### src/hw/dcl_pkg.sv
/*
 Constants, types and register map of the command list controller.
 Assumes one 10 MHz system clock and an AXI4-Lite master for the host.
*/
package dcl_pkg;
  // Register byte offsets
  localparam logic [7:0] REG_CTRL = 8'h00;
  localparam logic [7:0] REG_STATUS = 8'h04;
  localparam logic [7:0] REG_POINTER = 8'h08;
  // Control register fields, numbered as on the serial bit bus
  localparam int CTRL_CMD_BIT = 8;
  localparam int CTRL_CUE_BIT = 10;
  localparam int CTRL_IE_BIT = 13;
  localparam int CTRL_RST_BIT = 14;
  // Status register fields
  localparam int STS_ACCEPT_BIT = 11;
  localparam int STS_BUSY_BIT = 12;
  localparam int STS_IRQ_BIT = 15;
  // Command block layout, word indices
  localparam int BLK_WORDS = 10;
  localparam logic [3:0] W_STATUS = 4'h0;
  localparam logic [3:0] W_CMD = 4'h1;
  localparam logic [3:0] W_DISK_HI = 4'h2;
  localparam logic [3:0] W_DISK_LO = 4'h3;
  localparam logic [3:0] W_COUNT = 4'h4;
  localparam logic [3:0] W_HOST_HI = 4'h5;
  localparam logic [3:0] W_HOST_LO = 4'h6;
  localparam logic [3:0] W_LINK_HI = 4'h8;
  localparam logic [3:0] W_LINK_LO = 4'h9;
  localparam int CMD_IRQ_REQ_BIT = 15;
  localparam int STS_DONE_BIT = 15;
  localparam int STS_ERR_BIT = 14;
  localparam logic [1:0] PTR_BYTES = 2'h3;
  // Writable window of controller RAM
  localparam logic [15:0] RAM_WR_LO = 16'hFC06;
  localparam logic [15:0] RAM_WR_HI = 16'hFFFE;
  localparam logic [15:0] CMD_BOOT = 16'h0005;
  localparam logic [15:0] BOOT_COUNT = 16'h0080;
  localparam logic [1:0] RESP_OKAY = 2'h0;
  localparam logic [1:0] RESP_SLVERR = 2'h2;

  typedef enum logic [2:0] {
    ST_IDLE = 3'b000,
    ST_FETCH = 3'b001,
    ST_EXEC = 3'b010,
    ST_WAIT = 3'b011,
    ST_WSTAT = 3'b100,
    ST_BOOT = 3'b101,
    ST_BWAIT = 3'b110
  } dcl_state_e;

  typedef struct packed {
    logic req;
    logic we;
    logic [18:0] addr;
    logic [15:0] wdata;
  } dcl_mem_req_s;

  typedef struct packed {
    logic [15:0] cmd;
    logic [15:0] count;
    logic [18:0] host_addr;
    logic [31:0] disk_addr;
  } dcl_exec_s;
endpackage : dcl_pkg

### src/hw/dcl_ctrl.sv
/*
 Command list controller: pointer handshake registers, block fetch,
 chaining, status write-back, host interrupt, boot load, RAM guard.
 Assumes synchronous inputs, an AXI4-Lite master, a host memory bus
 that acknowledges each request, and an executor for disk commands.
*/
`timescale 1ns/100ps
module dcl_ctrl #(
  parameter int IRQ_LEVELS = 16
) (
  // Clock and reset
  input wire logic i_clk_sys,
  input wire logic i_rst_b,
  // AXI4-Lite slave
  input wire logic [7:0] i_awaddr,
  input wire logic i_awvalid,
  output logic o_awready,
  input wire logic [31:0] i_wdata,
  input wire logic [3:0] i_wstrb,
  input wire logic i_wvalid,
  output logic o_wready,
  output logic [1:0] o_bresp,
  output logic o_bvalid,
  input wire logic i_bready,
  input wire logic [7:0] i_araddr,
  input wire logic i_arvalid,
  output logic o_arready,
  output logic [31:0] o_rdata,
  output logic [1:0] o_rresp,
  output logic o_rvalid,
  input wire logic i_rready,
  // Host memory bus master
  output dcl_pkg::dcl_mem_req_s o_mem,
  input wire logic i_mem_ack,
  input wire logic [15:0] i_mem_rdata,
  // Disk command executor
  output logic o_exec_start,
  output dcl_pkg::dcl_exec_s o_exec,
  input wire logic i_exec_done,
  input wire logic i_exec_err,
  input wire logic [7:0] i_exec_status,
  // Controller RAM write port
  input wire logic i_ram_wr_valid,
  input wire logic [15:0] i_ram_wr_addr,
  input wire logic [15:0] i_ram_wr_data,
  output logic o_ram_we,
  output logic [15:0] o_ram_addr,
  output logic [15:0] o_ram_wdata,
  output logic o_ram_wr_reject,
  // Straps and host side lines
  input wire logic i_boot_strap,
  input wire logic i_host_reset_strap,
  input wire logic [3:0] i_irq_level_strap,
  output logic o_host_powerup_reset_line_b,
  output logic o_controller_attention_irq,
  output logic [IRQ_LEVELS-1:0] o_host_irq
);
  initial begin
    if (IRQ_LEVELS < 1 || IRQ_LEVELS > 16) begin
      $error("IRQ_LEVELS must be 1 to 16");
    end
  end

  function automatic logic [18:0] word_addr(input logic [18:0] base,
                                            input logic [3:0] idx);
    word_addr = base + {14'h0, idx, 1'b0};
  endfunction : word_addr

  logic [15:0] ctrl_r;
  logic accept_r;
  logic busy_r;
  logic irq_issued_r;
  logic [1:0] byte_cnt_r;
  logic [18:0] ptr_r;
  logic start_r;
  logic boot_pend_r;
  logic first_r;
  dcl_pkg::dcl_state_e state_r;
  logic [3:0] widx_r;
  logic [15:0] blk_r [dcl_pkg::BLK_WORDS];
  logic err_r;
  logic [7:0] sts_r;
  logic core_rst;
  logic host_byte_strobe;
  logic [18:0] link;

  assign core_rst = !i_rst_b || ctrl_r[dcl_pkg::CTRL_RST_BIT];
  assign host_byte_strobe = ctrl_r[dcl_pkg::CTRL_CUE_BIT];
  assign link = {blk_r[dcl_pkg::W_LINK_HI][2:0],
                 blk_r[dcl_pkg::W_LINK_LO]};

  // Register bus writes; both channels taken together
  logic wr_go;
  assign wr_go = i_awvalid && i_wvalid && !o_awready && !o_bvalid;
  always_ff @(posedge i_clk_sys) begin
    if (!i_rst_b) begin
      o_awready <= 1'b0;
      o_wready <= 1'b0;
      o_bvalid <= 1'b0;
      o_bresp <= dcl_pkg::RESP_OKAY;
      ctrl_r <= 16'h0000;
    end else begin
      o_awready <= wr_go;
      o_wready <= wr_go;
      if (wr_go) begin
        o_bvalid <= 1'b1;
        if (i_awaddr == dcl_pkg::REG_CTRL) begin
          o_bresp <= dcl_pkg::RESP_OKAY;
          if (i_wstrb[0]) begin
            ctrl_r[7:0] <= i_wdata[7:0];
          end
          if (i_wstrb[1]) begin
            ctrl_r[15:8] <= i_wdata[15:8];
          end
        end else if (i_awaddr == dcl_pkg::REG_STATUS ||
                     i_awaddr == dcl_pkg::REG_POINTER) begin
          o_bresp <= dcl_pkg::RESP_OKAY;
        end else begin
          o_bresp <= dcl_pkg::RESP_SLVERR;
        end
      end else if (o_bvalid && i_bready) begin
        o_bvalid <= 1'b0;
      end
    end
  end

  // Register bus reads
  always_ff @(posedge i_clk_sys) begin
    if (!i_rst_b) begin
      o_arready <= 1'b0;
      o_rvalid <= 1'b0;
      o_rdata <= 32'h0000_0000;
      o_rresp <= dcl_pkg::RESP_OKAY;
    end else begin
      o_arready <= i_arvalid && !o_arready && !o_rvalid;
      if (i_arvalid && !o_arready && !o_rvalid) begin
        o_rvalid <= 1'b1;
        o_rresp <= dcl_pkg::RESP_OKAY;
        if (i_araddr == dcl_pkg::REG_CTRL) begin
          o_rdata <= {16'h0000, ctrl_r};
        end else if (i_araddr == dcl_pkg::REG_STATUS) begin
          o_rdata <= {16'h0000, irq_issued_r, 2'b00, busy_r, accept_r,
                      11'h000};
        end else if (i_araddr == dcl_pkg::REG_POINTER) begin
          o_rdata <= {13'h0000, ptr_r};
        end else begin
          o_rdata <= 32'h0000_0000;
          o_rresp <= dcl_pkg::RESP_SLVERR;
        end
      end else if (o_rvalid && i_rready) begin
        o_rvalid <= 1'b0;
      end
    end
  end

  // Pointer handshake, one byte per cue
  always_ff @(posedge i_clk_sys) begin
    if (core_rst) begin
      accept_r <= 1'b0;
      byte_cnt_r <= 2'h0;
      ptr_r <= 19'h00000;
      start_r <= 1'b0;
      o_controller_attention_irq <= 1'b0;
    end else begin
      start_r <= 1'b0;
      o_controller_attention_irq <= host_byte_strobe;
      if (host_byte_strobe && !accept_r && state_r == dcl_pkg::ST_IDLE) begin
        accept_r <= 1'b1;
        if (ctrl_r[dcl_pkg::CTRL_CMD_BIT]) begin
          ptr_r[18:15] <= ctrl_r[3:0];
          byte_cnt_r <= 2'h1;
        end else if (byte_cnt_r == 2'h1) begin
          ptr_r[14:7] <= ctrl_r[7:0];
          byte_cnt_r <= 2'h2;
        end else if (byte_cnt_r == 2'h2) begin
          ptr_r[6:0] <= ctrl_r[7:1];
          byte_cnt_r <= dcl_pkg::PTR_BYTES;
        end
      end else if (!host_byte_strobe && accept_r) begin
        accept_r <= 1'b0;
        if (byte_cnt_r == dcl_pkg::PTR_BYTES) begin
          start_r <= 1'b1;
          byte_cnt_r <= 2'h0;
        end
      end else if (state_r == dcl_pkg::ST_WSTAT && i_mem_ack && !err_r &&
                   link != 19'h00000) begin
        ptr_r <= link;
      end
    end
  end

  // Command block engine
  always_ff @(posedge i_clk_sys) begin
    if (core_rst) begin
      state_r <= dcl_pkg::ST_IDLE;
      busy_r <= 1'b0;
      widx_r <= 4'h0;
      err_r <= 1'b0;
      sts_r <= 8'h00;
      o_mem <= '0;
      o_exec_start <= 1'b0;
      o_exec <= '0;
      irq_issued_r <= 1'b0;
      for (int i = 0; i < dcl_pkg::BLK_WORDS; i++) begin
        blk_r[i] <= 16'h0000;
      end
    end else begin
      o_exec_start <= 1'b0;
      if (!ctrl_r[dcl_pkg::CTRL_IE_BIT]) begin
        irq_issued_r <= 1'b0;
      end
      if (host_byte_strobe && ctrl_r[dcl_pkg::CTRL_CMD_BIT] && !accept_r &&
          state_r == dcl_pkg::ST_IDLE) begin
        busy_r <= 1'b1;
      end
      case (state_r)
        dcl_pkg::ST_IDLE: begin
          if (boot_pend_r) begin
            state_r <= dcl_pkg::ST_BOOT;
          end else if (start_r) begin
            widx_r <= dcl_pkg::W_CMD;
            o_mem <= '{1'b1, 1'b0, word_addr(ptr_r, dcl_pkg::W_CMD),
                       16'h0000};
            state_r <= dcl_pkg::ST_FETCH;
          end
        end
        dcl_pkg::ST_FETCH: begin
          if (i_mem_ack) begin
            blk_r[widx_r] <= i_mem_rdata;
            if (widx_r == 4'(dcl_pkg::BLK_WORDS - 1)) begin
              o_mem.req <= 1'b0;
              state_r <= dcl_pkg::ST_EXEC;
            end else begin
              widx_r <= widx_r + 4'h1;
              o_mem.addr <= word_addr(ptr_r, widx_r + 4'h1);
            end
          end
        end
        dcl_pkg::ST_EXEC: begin
          o_exec_start <= 1'b1;
          o_exec.cmd <= blk_r[dcl_pkg::W_CMD];
          o_exec.count <= blk_r[dcl_pkg::W_COUNT];
          o_exec.host_addr <= {blk_r[dcl_pkg::W_HOST_HI][2:0],
                               blk_r[dcl_pkg::W_HOST_LO]};
          o_exec.disk_addr <= {blk_r[dcl_pkg::W_DISK_HI],
                               blk_r[dcl_pkg::W_DISK_LO]};
          state_r <= dcl_pkg::ST_WAIT;
        end
        dcl_pkg::ST_WAIT: begin
          if (i_exec_done) begin
            err_r <= i_exec_err;
            sts_r <= i_exec_status;
            o_mem <= '{1'b1, 1'b1, word_addr(ptr_r, dcl_pkg::W_STATUS),
                       {1'b1, i_exec_err, 6'h00, i_exec_status}};
            state_r <= dcl_pkg::ST_WSTAT;
          end
        end
        dcl_pkg::ST_WSTAT: begin
          if (i_mem_ack) begin
            o_mem.req <= 1'b0;
            o_mem.we <= 1'b0;
            if (ctrl_r[dcl_pkg::CTRL_IE_BIT] &&
                blk_r[dcl_pkg::W_CMD][dcl_pkg::CMD_IRQ_REQ_BIT]) begin
              irq_issued_r <= 1'b1;
            end
            if (err_r || link == 19'h00000) begin
              busy_r <= 1'b0;
              state_r <= dcl_pkg::ST_IDLE;
            end else begin
              widx_r <= dcl_pkg::W_CMD;
              o_mem <= '{1'b1, 1'b0, word_addr(link, dcl_pkg::W_CMD),
                         16'h0000};
              state_r <= dcl_pkg::ST_FETCH;
            end
          end
        end
        dcl_pkg::ST_BOOT: begin
          busy_r <= 1'b1;
          o_exec_start <= 1'b1;
          o_exec <= '{dcl_pkg::CMD_BOOT, dcl_pkg::BOOT_COUNT, 19'h00000,
                      32'h0000_0000};
          state_r <= dcl_pkg::ST_BWAIT;
        end
        dcl_pkg::ST_BWAIT: begin
          if (i_exec_done) begin
            busy_r <= 1'b0;
            state_r <= dcl_pkg::ST_IDLE;
          end
        end
        default: begin
          state_r <= dcl_pkg::ST_IDLE;
        end
      endcase
    end
  end

  // Boot after each release of the system reset, not on RESET bit
  always_ff @(posedge i_clk_sys) begin
    if (!i_rst_b) begin
      first_r <= 1'b1;
      boot_pend_r <= 1'b0;
      o_host_powerup_reset_line_b <= 1'b1;
    end else begin
      first_r <= 1'b0;
      if (first_r && i_boot_strap) begin
        boot_pend_r <= 1'b1;
      end else if (state_r == dcl_pkg::ST_BOOT) begin
        boot_pend_r <= 1'b0;
      end
      o_host_powerup_reset_line_b <= !(i_host_reset_strap &&
        (boot_pend_r || state_r == dcl_pkg::ST_BOOT ||
         state_r == dcl_pkg::ST_BWAIT));
    end
  end

  // Strapped interrupt level
  always_ff @(posedge i_clk_sys) begin
    if (!i_rst_b) begin
      o_host_irq <= '0;
    end else begin
      for (int i = 0; i < IRQ_LEVELS; i++) begin
        o_host_irq[i] <= irq_issued_r && (i_irq_level_strap == 4'(i));
      end
    end
  end

  // RAM guard; addresses pass unchanged, so loaded code runs in place
  always_ff @(posedge i_clk_sys) begin
    if (!i_rst_b) begin
      o_ram_we <= 1'b0;
      o_ram_wr_reject <= 1'b0;
      o_ram_addr <= 16'h0000;
      o_ram_wdata <= 16'h0000;
    end else begin
      o_ram_we <= i_ram_wr_valid && i_ram_wr_addr >= dcl_pkg::RAM_WR_LO &&
                  i_ram_wr_addr <= dcl_pkg::RAM_WR_HI;
      o_ram_wr_reject <= i_ram_wr_valid &&
        (i_ram_wr_addr < dcl_pkg::RAM_WR_LO ||
         i_ram_wr_addr > dcl_pkg::RAM_WR_HI);
      o_ram_addr <= i_ram_wr_addr;
      o_ram_wdata <= i_ram_wr_data;
    end
  end

  ram_guard_a: assert property (@(posedge i_clk_sys) disable iff (!i_rst_b)
    o_ram_we |-> $past(i_ram_wr_addr) >= 16'hFC06 &&
                 $past(i_ram_wr_addr) <= 16'hFFFE)
    else $error("RAM write outside window");
  accept_cue_a: assert property (@(posedge i_clk_sys) disable iff (core_rst)
    $rose(accept_r) |-> $past(host_byte_strobe))
    else $error("accept rose without cue");
  busy_cmd_a: assert property (@(posedge i_clk_sys) disable iff (core_rst)
    host_byte_strobe && ctrl_r[8] && !accept_r && state_r == dcl_pkg::ST_IDLE |=> busy_r)
    else $error("busy not set on command byte");
  status_done_a: assert property (@(posedge i_clk_sys) disable iff (core_rst)
    o_mem.req && o_mem.we |-> o_mem.wdata[15] && o_mem.addr == ptr_r)
    else $error("status write malformed");
  irq_gate_a: assert property (@(posedge i_clk_sys) disable iff (core_rst)
    $rose(irq_issued_r) |-> $past(ctrl_r[13]) && blk_r[1][15])
    else $error("interrupt without enables");
  error_stop_a: assert property (@(posedge i_clk_sys) disable iff (core_rst)
    state_r == dcl_pkg::ST_WSTAT && i_mem_ack && err_r
      |=> state_r == dcl_pkg::ST_IDLE && !busy_r)
    else $error("chain continued after error");
  fetch_range_a: assert property (@(posedge i_clk_sys) disable iff (core_rst)
    state_r == dcl_pkg::ST_FETCH && o_mem.req
      |-> o_mem.addr == word_addr(ptr_r, widx_r) ||
          o_mem.addr == word_addr(link, widx_r))
    else $error("fetch outside block");
  host_rst_a: assert property (@(posedge i_clk_sys) disable iff (!i_rst_b)
    !o_host_powerup_reset_line_b |-> $past(i_host_reset_strap))
    else $error("host reset without strap");
  exec_seq_a: assert property (@(posedge i_clk_sys) disable iff (core_rst)
    state_r == dcl_pkg::ST_FETCH && i_mem_ack && widx_r == 4'h9
      |=> ##1 o_exec_start)
    else $error("command not started after fetch");
endmodule : dcl_ctrl

### config.mk
export PLATFORM = sky130hd
export DESIGN_NAME = dcl_ctrl
export DESIGN_NICKNAME = d
export VERILOG_FILES = /design/src/hw/dcl_pkg.sv /design/src/hw/dcl_ctrl.sv
export SDC_FILE = /design/constraint.sdc
export NUM_CORES = 1
export LEC_CHECK = 0
export BUFFER_PORTS_ARGS = -buffer_cell sky130_fd_sc_hd__buf_2
export CAP_MARGIN = 20
export CORE_ASPECT_RATIO = 0.8
export CORE_UTILIZATION = 40
export CTS_CLUSTER_DIAMETER = 80
export DETAILED_ROUTE_END_ITERATION = 12
export PLACE_DENSITY = 0.64
export SLEW_MARGIN = 20
export SYNTH_ARGS = -nofsm -noshare
export SYNTH_HDL_FRONTEND = slang
export SYNTH_SLANG_ARGS = --single-unit
export TNS_END_PERCENT = 100
### constraint.sdc
create_clock -name i_clk_sys -period 2.9 [get_ports i_clk_sys]
set_input_delay 0.145 -clock i_clk_sys [delete_from_list [all_inputs] [get_ports i_clk_sys]]
set_output_delay 0.145 -clock i_clk_sys [all_outputs]
set_load 0.01 [all_outputs]
### Yosys cells after proc, flatten, opt, wreduce, memory -nomap -nowiden

Memory sizes are Yosys's and may differ from the RTL's.
Cells that the tools add are included.

| operators by class | value |
|---|---|
| order comparisons | 4 |
| reductions and logical operators | 85 |
| muxes and demuxes | 81 |
| $add $sub $neg | 4 |
| bitwise operators | 1 |
| eq/ne operators | 46 |

Operators by type and width:

| operator | count |
|---|---|
| two-way mux 37 bit | 5 |
| case mux 83 bit (2 select lines) | 1 |
| two-way mux 19 bit | 8 |
| case mux 19 bit (4 select lines) | 1 |
| case mux 16 bit (3 select lines) | 1 |
| adder 19 x 2 -> 19 bit (second input constant) | 2 |
| logical AND 1 bit | 38 |
| == test 4 bit (second input constant) | 9 |
| two-way mux 4 bit | 8 |
| two-way mux 1 bit | 29 |
| != test 2 bit (second input constant) | 13 |
| two-way mux 2 bit | 11 |
| two-way mux 3 bit | 7 |
| case mux 3 bit (7 select lines) | 1 |
| adder 19 x 5 -> 19 bit | 1 |
| zero test 19 bit | 1 |
| nonzero test 19 bit | 1 |
| == test 4 x 3 -> 1 bit (second input constant) | 4 |
| == test 8 x 3 -> 1 bit (second input constant) | 2 |
| == test 8 x 4 -> 1 bit (second input constant) | 2 |
| greater-or-equal comparator 16 bit (second input constant) | 1 |
| greater-than comparator 16 bit (second input constant) | 1 |
| less-or-equal comparator 16 bit (second input constant) | 1 |
| zero test 8 bit | 2 |
| 37 further kinds | 71 |

| storage, ports and cells | value |
|---|---|
| RAM bits | 160 |
| memories | 1 |
| register bits | 264 |

Memory list:

| memory | depth | bits a word | read ports | clocked after Yosys merged registers in | wr ports | line | text |
|---|---|---|---|---|---|---|---|
| blk_r | 10 | 16 | 8 | 0 | 10 | dcl_ctrl.sv:80 | `logic [15:0] blk_r [dcl_pkg::BLK_WORDS];` |

### Logic depth before layout (Yosys ltp)

Gate-level depths: netlist of the first run.

| logic depth | value |
|---|---|
| word-level depth | 7 |
| mapped depth | 12 |
| mapped depth without buffers | 11 |

### Least setup slack after synthesis of the first run

No wires, ideal clock.

| path | value |
|---|---|
| path type | register to register |
| start point | register state_r[0] |
| end point | register o_mem[24] in the netlist's numbering |
| path buffers | 2 |
| stages on the path, launching flop included | 12 |
| setup time | 0.126 ns |
| arrival time | 2.594 ns |
| path slack | 0.179 ns |
| clock period less this slack | 2.721 ns |
| path through | dfxtp_1 buf_4 clkbuf_1 nand3_1 nor2_1 ha_1 a21o_1 a22oi_1 nor2_1 xor2_1 a222oi_1 a21oi_1 |

| between the ends | value |
|---|---|
| longest elaborated chain between the ends | 3 |
| elaborated cells between the ends (all ways) | 14 |
| those cells by class | eq/ne (10); mux (1); reduce/logical (3) |

Ends and longest elaborated chain:

| element | line | text |
|---|---|---|
| start: declaration | dcl_ctrl.sv:78 | `dcl_pkg::dcl_state_e state_r;` |
| start signal: assignment | dcl_ctrl.sv:195 | `state_r <= dcl_pkg::ST_IDLE;` |
| start signal: assignment | dcl_ctrl.sv:219 | `state_r <= dcl_pkg::ST_BOOT;` |
| start signal: assignment | dcl_ctrl.sv:224 | `state_r <= dcl_pkg::ST_FETCH;` |
| == test 3 x 1 -> 1 bit (tied with other cells) | dcl_ctrl.sv:216 | `case (state_r)` |
| != test 2 bit (no line) / nonzero test 4 bit (equally long branches) | n/a |  |
| AND reduction 8 bit (no line) | n/a |  |
| end signal: assignment | dcl_ctrl.sv:222 | `o_mem <= '{1'b1, 1'b0, word_addr(ptr_r, dcl_pkg::W_CMD),` |
| end signal: assignment | dcl_ctrl.sv:253 | `o_mem <= '{1'b1, 1'b1, word_addr(ptr_r, dcl_pkg::W_STATUS),` |
| end signal: assignment | dcl_ctrl.sv:271 | `o_mem <= '{1'b1, 1'b0, word_addr(link, dcl_pkg::W_CMD),` |
| end: declaration | dcl_ctrl.sv:33 | `output dcl_pkg::dcl_mem_req_s o_mem,` |

Parallel ways exist; a longest one is shown, timed or not.
A chain may end at the register's enable or synchronous reset.

### Worst setup path after layout of the first run

| path | value |
|---|---|
| start point | register state_r[2] |
| end point | register o_mem[29] in the netlist's numbering |

Same word-level chain as after synthesis.

==> results of run 1 <==
## cell usage after synthesis (4+ instances only)
cell      count
a211oi_1     18
a211oi_2      5
a21o_1        8
a21oi_1      60
a222oi_1     17
a22o_1        9
a22oi_1      89
a31oi_1      11
and2_1       65
and3_1        4
and4_1        4
buf_2         9
buf_4        24
buf_6         6
clkbuf_1     63
dfxtp_1     243
edfxtp_1    102
ha_1         10
inv_1        28
mux2i_1      23
nand2_1      67
nand2b_1     12
nand3_1      12
nand3b_1      7
nand4_1      13
nor2_1      260
nor2b_1       4
nor3_1       18
nor4_1       12
o211ai_1      4
o21ai_0      23
o21ai_1      11
or3_1         6
or4_1         4
xnor2_1      13
xor2_1       10
## routing by layer
metal,vias to the layer above,global-route usage
met2,394,0.365
li1,5452,-
met3,71,0.0416
met1,5539,0.333
met5,-,0
met4,0,0.0863
## path summary, 6_finish.rpt
| path | depth (start not counted) | start | to |
|---|---|---|---|
| setup / recovery | 11 | state_r[2] | o_mem[29] |
| hold / removal | 4 | i_araddr[7] | o_rdata[15] |
| setup reg to reg | 11 | state_r[2] | o_mem[29] |
| hold reg to reg | 1 | o_mem[15] | o_mem[15] |
## power by group
group	leakage, nW	internal, W	switching [W]
clock network	0.578	0.00274	0.00191
registers	3.03	0.00530	0.000228
logic	3.91	0.000799	0.00130
## worst max-delay path, cell delays in order, from the launching register on
cell	delay [ns]
dfxtp_1	0.32
nand2b_1	0.16
nor2_1	0.19
nand2_1	0.12
ha_1	0.22
fa_1	0.41
a21o_1	0.19
a21oi_1	0.32
or3_1	0.26
o32ai_1	0.10
a31oi_1	0.17
a21oi_1	0.08
## layout by cell type, fill, tap and decap left out, types with 22 or more instances in the layout
cell type	Yosys	routed
buf_2	9	299
dfxtp_1	243	242
dlygate4sd3_1	0	89
nand2_1	67	67
nor2_1	260	258
edfxtp_1	102	102
a21oi_1	60	60
and2_1	65	65
clkbuf_16	0	38
buf_4	24	40
inv_1	28	28
a22oi_1	89	89
mux2i_1	23	23
o21ai_0	23	22
## what timing repair did
| item | in CTS | in global routing |
|---|---|---|
| gates resized for setup | 0 | 1 |
| setup buffers | 0 | 0 |
| hold buffers | 89 | 0 |
| setup endpoints to repair | 0 | 2 |
| endpoints found under the hold margin | 100 | 0 |
## sequential cells by signal, summed over array words and instances (netlist names), 2 cells and up
name         flops
blk_r          102
o_exec          83
o_mem           31
o_rdata         19
ptr_r           19
ctrl_r          16
o_host_irq      16
o_ram_addr      16
o_ram_wdata     16
widx_r           4
state_r          3
byte_cnt_r       2
## logic make-up (layout without fill, tap and decap cells)
| group | Yosys count | after routing |
|---|---|---|
| buf+inv | 133 | 525 |
| compound gates | 284 | 284 |
| flops | 345 | 345 |
| other cells | 1 | 21 |
| fa+ha+maj | 11 | 11 |
| simple gates | 506 | 506 |
| mux | 23 | 23 |
| xor+xnor | 23 | 23 |
## area by class of cell
cell class	count	area (µm²)	share of cell area
inverter	29	109	0.00616
clock inverter	10	109	0.00616
sequential	345	7930	0.448
tap	434	543	0.0307
multi-input combinational	868	5150	0.291
timing repair buffer	432	2770	0.157
clock buffer	54	1070	0.0606
## metrics by stage
step                      setup slack (ns)  total power, W  hold slack, ns  std cells
after detailed placement             0.209         0.00761           0.355       2019
after global placement               0.288         0.00758           0.351       2019
after CTS                            0.174          0.0123         0.00764       2172
after floorplan                      0.179         0.00679           0.222       1346
after global routing                0.0292          0.0127          0.0323       2172
final                                0.205          0.0123          0.0215       2172
==> metrics.txt, run 1 <==
Synth area leaders=dfxtp_1 (36%), edfxtp_1 (22%), nor2_1 (7.2%); WL met2=18.8 mm; share of cells above drive strength 1=0.243; number of I/O pins=339; post-DP HPWL=28.7 mm; Compound-Gate Fraction of Synth Area=0.151; Cell Pwr Density=694 nW/µm²; Via density=5.27; EDFF count, synth=102; final-stage net count=1848; reg-to-reg setup timing slack=0.20 ns; Worst-Margin Slew=0.799 ns; Hold/Removal Path Class=in2reg; IO Port Bufs=299; Die ar.=34800 µm²; Post-synth top flop=dfxtp_1; Worst Path Required=3.29 ns; Fmax=0.371 GHz; fillers=3058; number of global-route vias before repair=11053; crit path launch type=register; GRT overflow=0; Die H=167 µm; RSZ-0062 raised after global routing=false; final core utilization=0.527; post-synthesis mux area share=0.0169; root buffer cell=clkbuf_16; global-route wire length before repair=64.2 mm; antenna violations before repair=0; Worst-Skew Late Latency=0.53 ns; Yosys top cell area share=0.357; Slew Viols, Final=0; maxcap violations=0; largest net degree at the start of global routing=121; Pre-antenna DRT Iters=7; mean post-synth cell area=10.3 µm²; LEAKAGE=7.51 nW; crit path time final=2.70 ns; Synth area leader=dfxtp_1; Cells after Synth=1326; Synth Warn #=0; clock buffer count from CTS=36; Post-Place Cell Area=15600 µm²; Longest Clk Path Bufs=3; setup TNS=0 ns; via count=11456; CTS tree=built; DR top layer=met4; adder-cell share of the synthesized area=0.0106; crit path kind=reg2reg; CP max FO=4; Die X=208 µm; post-synth cell types=77; WL per Instance=19.2 µm; Core Region=33600 µm²; clk sinks=345; DR WL met3=2.68 mm; Post-synth ARST share=0; WP data arrival=3.08 ns; Metal-1 WL=19.1 mm; DRC Markers=0; VDD IR-drop max=0.375 mV; Seq/Total Area, Yosys=0.582; Layout Cell Area excl Fill=17700 µm²; final setup fails=0; Detailed Route Iter0 Violations=1164; Synth Area in Simple Gates=0.177; total wire length=41.8 mm; synthesis-to-layout area growth=29.7%; H-tree depth reported by CTS=2; max-slew headroom at the worst pin=0.467; synthesized area=13600 µm²; Inserted Diodes=0; post-synthesis xor/xnor area fraction=0.0148; status=finished, final reports clean; Worst Skew=0.0177 ns; Critical Path End Type=register; ANT nets after route=0; clock-pin slew on the worst setup and hold paths=0.06 ns; final critical-path share of the clock period=0.929; GRT Util Overall=0.237; initial core utilization=0.406; Final Hold Viols=0; largest family of logic cells by synthesized area=simple AND/OR/NAND/NOR gates; row cnt=60; Placer Congestion=0.885; Synth Register Bits=345
Note: power is estimated with default switching activity, not from simulation.
==> run 2, diff against run 1 <==
- CORE_UTILIZATION: 40 -> 48
- PLACE_DENSITY: 0.64 -> 0.75
==> run 2 against run 1 <==
Against the previous run: die area fell by 16%; total power fell by 0.40%; final cell count fell by 3.5%; sequential power barely moved; via count rose by 2.2%; global-route usage rose by 4.2 points; non-clock buffer count fell by 4; combinational power barely moved; critical path depth did not move; flip-flop and latch count did not move; clock power fell by 1%; cell area fell by 0.84%; largest cell class unchanged; largest power group unchanged; highest routed layer unchanged.
==> metrics.txt, run 2 (synthesized netlist as in run 1, its figures left out) <==
status=finished, final reports clean (unchanged); crit path time final=2.71 ns (was 2.70 ns); Worst Path Required=3.29 ns (about the same); final critical-path share of the clock period=0.936 (was 0.929); Sw Pwr=0.00340 W (was 0.00343 W); CTS tree=built (unchanged); antenna violations before repair=0 (unchanged); largest net degree at the start of global routing=84 (was 121); fillers=2216 (was 3058); LEAKAGE=7.49 nW (was 7.51 nW); internal power=0.00883 W (was 0.00884 W); WP data arrival=3.10 ns (was 3.08 ns); Final Hold Viols=0 (unchanged); most frequent cell on the critical path=a21oi_1 (unchanged); Worst-Skew Late Latency=0.53 ns (about the same); Cell Pwr Density=697 nW/µm² (was 694 nW/µm²); crit path launch type=register (unchanged); top flop regs=blk_r x102, o_exec x83, o_mem x31 (unchanged); max-slew headroom at the worst pin=0.403 (was 0.467); setup TNS=0 ns (unchanged); H-tree depth reported by CTS=2 (unchanged); Worst-Margin Slew=0.896 ns (was 0.799 ns); final-stage net count=1843 (was 1848); share of cells above drive strength 1=0.244 (was 0.243); CP max-delay cell=fa_1 (unchanged); maxcap violations=0 (unchanged); worst path cell trace=nand2b_1 -> nor2_1 -> nand2_1 -> ha_1 -> fa_1 -> a21o_1 -> a21oi_1 -> or3_4 -> o32ai_1 -> a31oi_1 -> a21oi_1 (was nand2b_1 -> nor2_1 -> nand2_1 -> ha_1 -> fa_1 -> a21o_1 -> a21oi_1 -> or3_1 -> o32ai_1 -> a31oi_1 -> a21oi_1); GRT overflow=0 (unchanged); initial core utilization=0.494 (was 0.406); clock buffer count from CTS=35 (was 36); Core Region=27600 µm² (was 33600 µm²); switch share=0.278 (was 0.280); pre-CTS WS=0.157 ns (was 0.209 ns); Largest register FFs=102 (unchanged); number of global-route vias before repair=11218 (was 11053); synthesis-to-layout area growth=28.6% (was 29.7%); post-DP HPWL=28.1 mm (was 28.7 mm); RSZ-0062 raised after global routing=false (unchanged); Placer Congestion=0.904 (was 0.885); Inserted Diodes=0 (unchanged); root buffer cell=clkbuf_16 (unchanged); final setup fails=0 (unchanged); IO Port Bufs=299 (unchanged); number of I/O pins=339 (unchanged); Pre-antenna DRT Iters=9 (was 7); Hold/Removal Path Class=in2reg (unchanged); GRT Util Overall=0.279 (was 0.237); hold path cells=4 (unchanged); DRC Markers=0 (unchanged); VDD IR-drop max=0.443 mV (was 0.375 mV); Die X=190 µm (was 208 µm); combinational power share=0.170 (was 0.171); crit path kind=reg2reg (unchanged); most frequent cells in the layout=buf_2 (299), nor2_1 (258), dfxtp_1 (240), edfxtp_1 (102), a22oi_1 (89) (was buf_2 (299), nor2_1 (258), dfxtp_1 (242), edfxtp_1 (102)); Critical Path End Type=register (unchanged); Fmax=0.368 GHz (was 0.371 GHz); worst setup margin=0.186 ns (was 0.205 ns); WL per Instance=19.8 µm (was 19.2 µm); part of the power in registers=0.454 (was 0.450); row cnt=54 (was 60); number of cells on the worst reg-to-reg path=11 (unchanged); ANT nets after route=0 (unchanged); Die H=153 µm (was 167 µm); total wire length=41.5 mm (was 41.8 mm); CP max FO=8 (was 4); Detailed Route Iter0 Violations=1202 (was 1164); part of the power in the clock network=0.376 (was 0.379); CP max stage delay=0.40 ns (was 0.41 ns); clock-pin slew on the worst setup and hold paths=0.06 ns (about the same); Slew Viols, Final=0 (unchanged); Via density=5.59 (was 5.27); global-route wire length before repair=62.8 mm (was 64.2 mm); commonest non-fill, non-tap cell in the layout=buf_2 (unchanged); most flop-heavy register=blk_r (unchanged); via count=11707 (was 11456); Die ar.=29100 µm² (was 34800 µm²); clk sinks=345 (unchanged); Worst Skew=0.0128 ns (was 0.0177 ns); Longest Clk Path Bufs=3 (unchanged); number of setup buffers added after CTS=0 (unchanged)
[run 2: cell count changes in the layout (fill, tap and decap cells not counted), sizes merged]
cell and delta:
inv -1, clkbuf +1, clkinv -1, clkinvlp -1, dlygate4sd3 -3, buf -1
[run 2: final timing paths]
path | startpoint | slack [ns] | to
max | state_r[2] | 0.19 | o_mem[29]
min | i_araddr[7] | 0.04 | o_rdata[11]
max reg2reg | state_r[2] | 0.19 | o_mem[29]
min reg2reg | o_mem[15] | 0.47 | o_mem[15]
[run 2: worst max-delay path: cells and delay by family (launching register included)]
family,cells,cell delay (ns)
AOI/OAI and AO/OA,5,0.85
and+or+nand+nor,4,0.71
adders and majority gates,2,0.63
DFF,1,0.37
[run 2: power by group through the flow]
stage / Clock (W) / Combinational, W / Sequential, W
5_1_grt: 0.00484 / 0.00225 / 0.00558
2_1_floorplan: 0 / 0.00112 / 0.00567
3_5_place_dp: 0 / 0.00195 / 0.00564
6_report: 0.00460 / 0.00207 / 0.00555
4_1_cts: 0.00466 / 0.00205 / 0.00554
3_3_place_gp: 0 / 0.00193 / 0.00563
[run 2: stage by stage]
| stage | hold slack [ns] | instance area, µm² | power (W) | cells | util |
|---|---|---|---|---|---|
| finish | 0.0392 | 17500 | 0.0122 | 2096 | 0.636 |
| global route | 0.0414 | 17500 | 0.0127 | 2096 | 0.636 |
| CTS | 0.0210 | 17500 | 0.0122 | 2096 | 0.636 |
| detailed placement | 0.354 | 15500 | 0.00759 | 1948 | 0.562 |
| global placement | 0.351 | 15500 | 0.00756 | 1948 | 0.562 |
| floorplan | 0.222 | 13700 | 0.00679 | 1346 | - |
[run 2: area by class of cell]
class / instances / area (µm²) / share of cell area
Sequential cell: 345 / 7930 / 0.452
Multi-Input combinational cell: 868 / 5160 / 0.294
Timing Repair Buffer: 428 / 2710 / 0.154
Clock buffer: 55 / 1070 / 0.0612
Tap cell: 364 / 455 / 0.0260
Inverter: 29 / 109 / 0.00621
Clock inverter: 7 / 100 / 0.00571
[run 2: what timing repair did]
| action | 4_1_cts | 5_1_grt |
|---|---|---|
| hold buffers | 86 | 0 |
| endpoints found under the setup margin | 0 | 3 |
| hold endpoints to repair | 95 | 0 |
| gates resized for setup | 0 | 4 |
[run 2: per-layer routing]
metal,share of wire,wire length [µm],up-vias,track usage
met5,0,0,-,0
li1,-,-,5447,-
met2,0.45,18700,540,0.428
met1,0.44,18100,5642,0.395
met3,0.084,3480,78,0.0539
met4,0.028,1170,0,0.0937
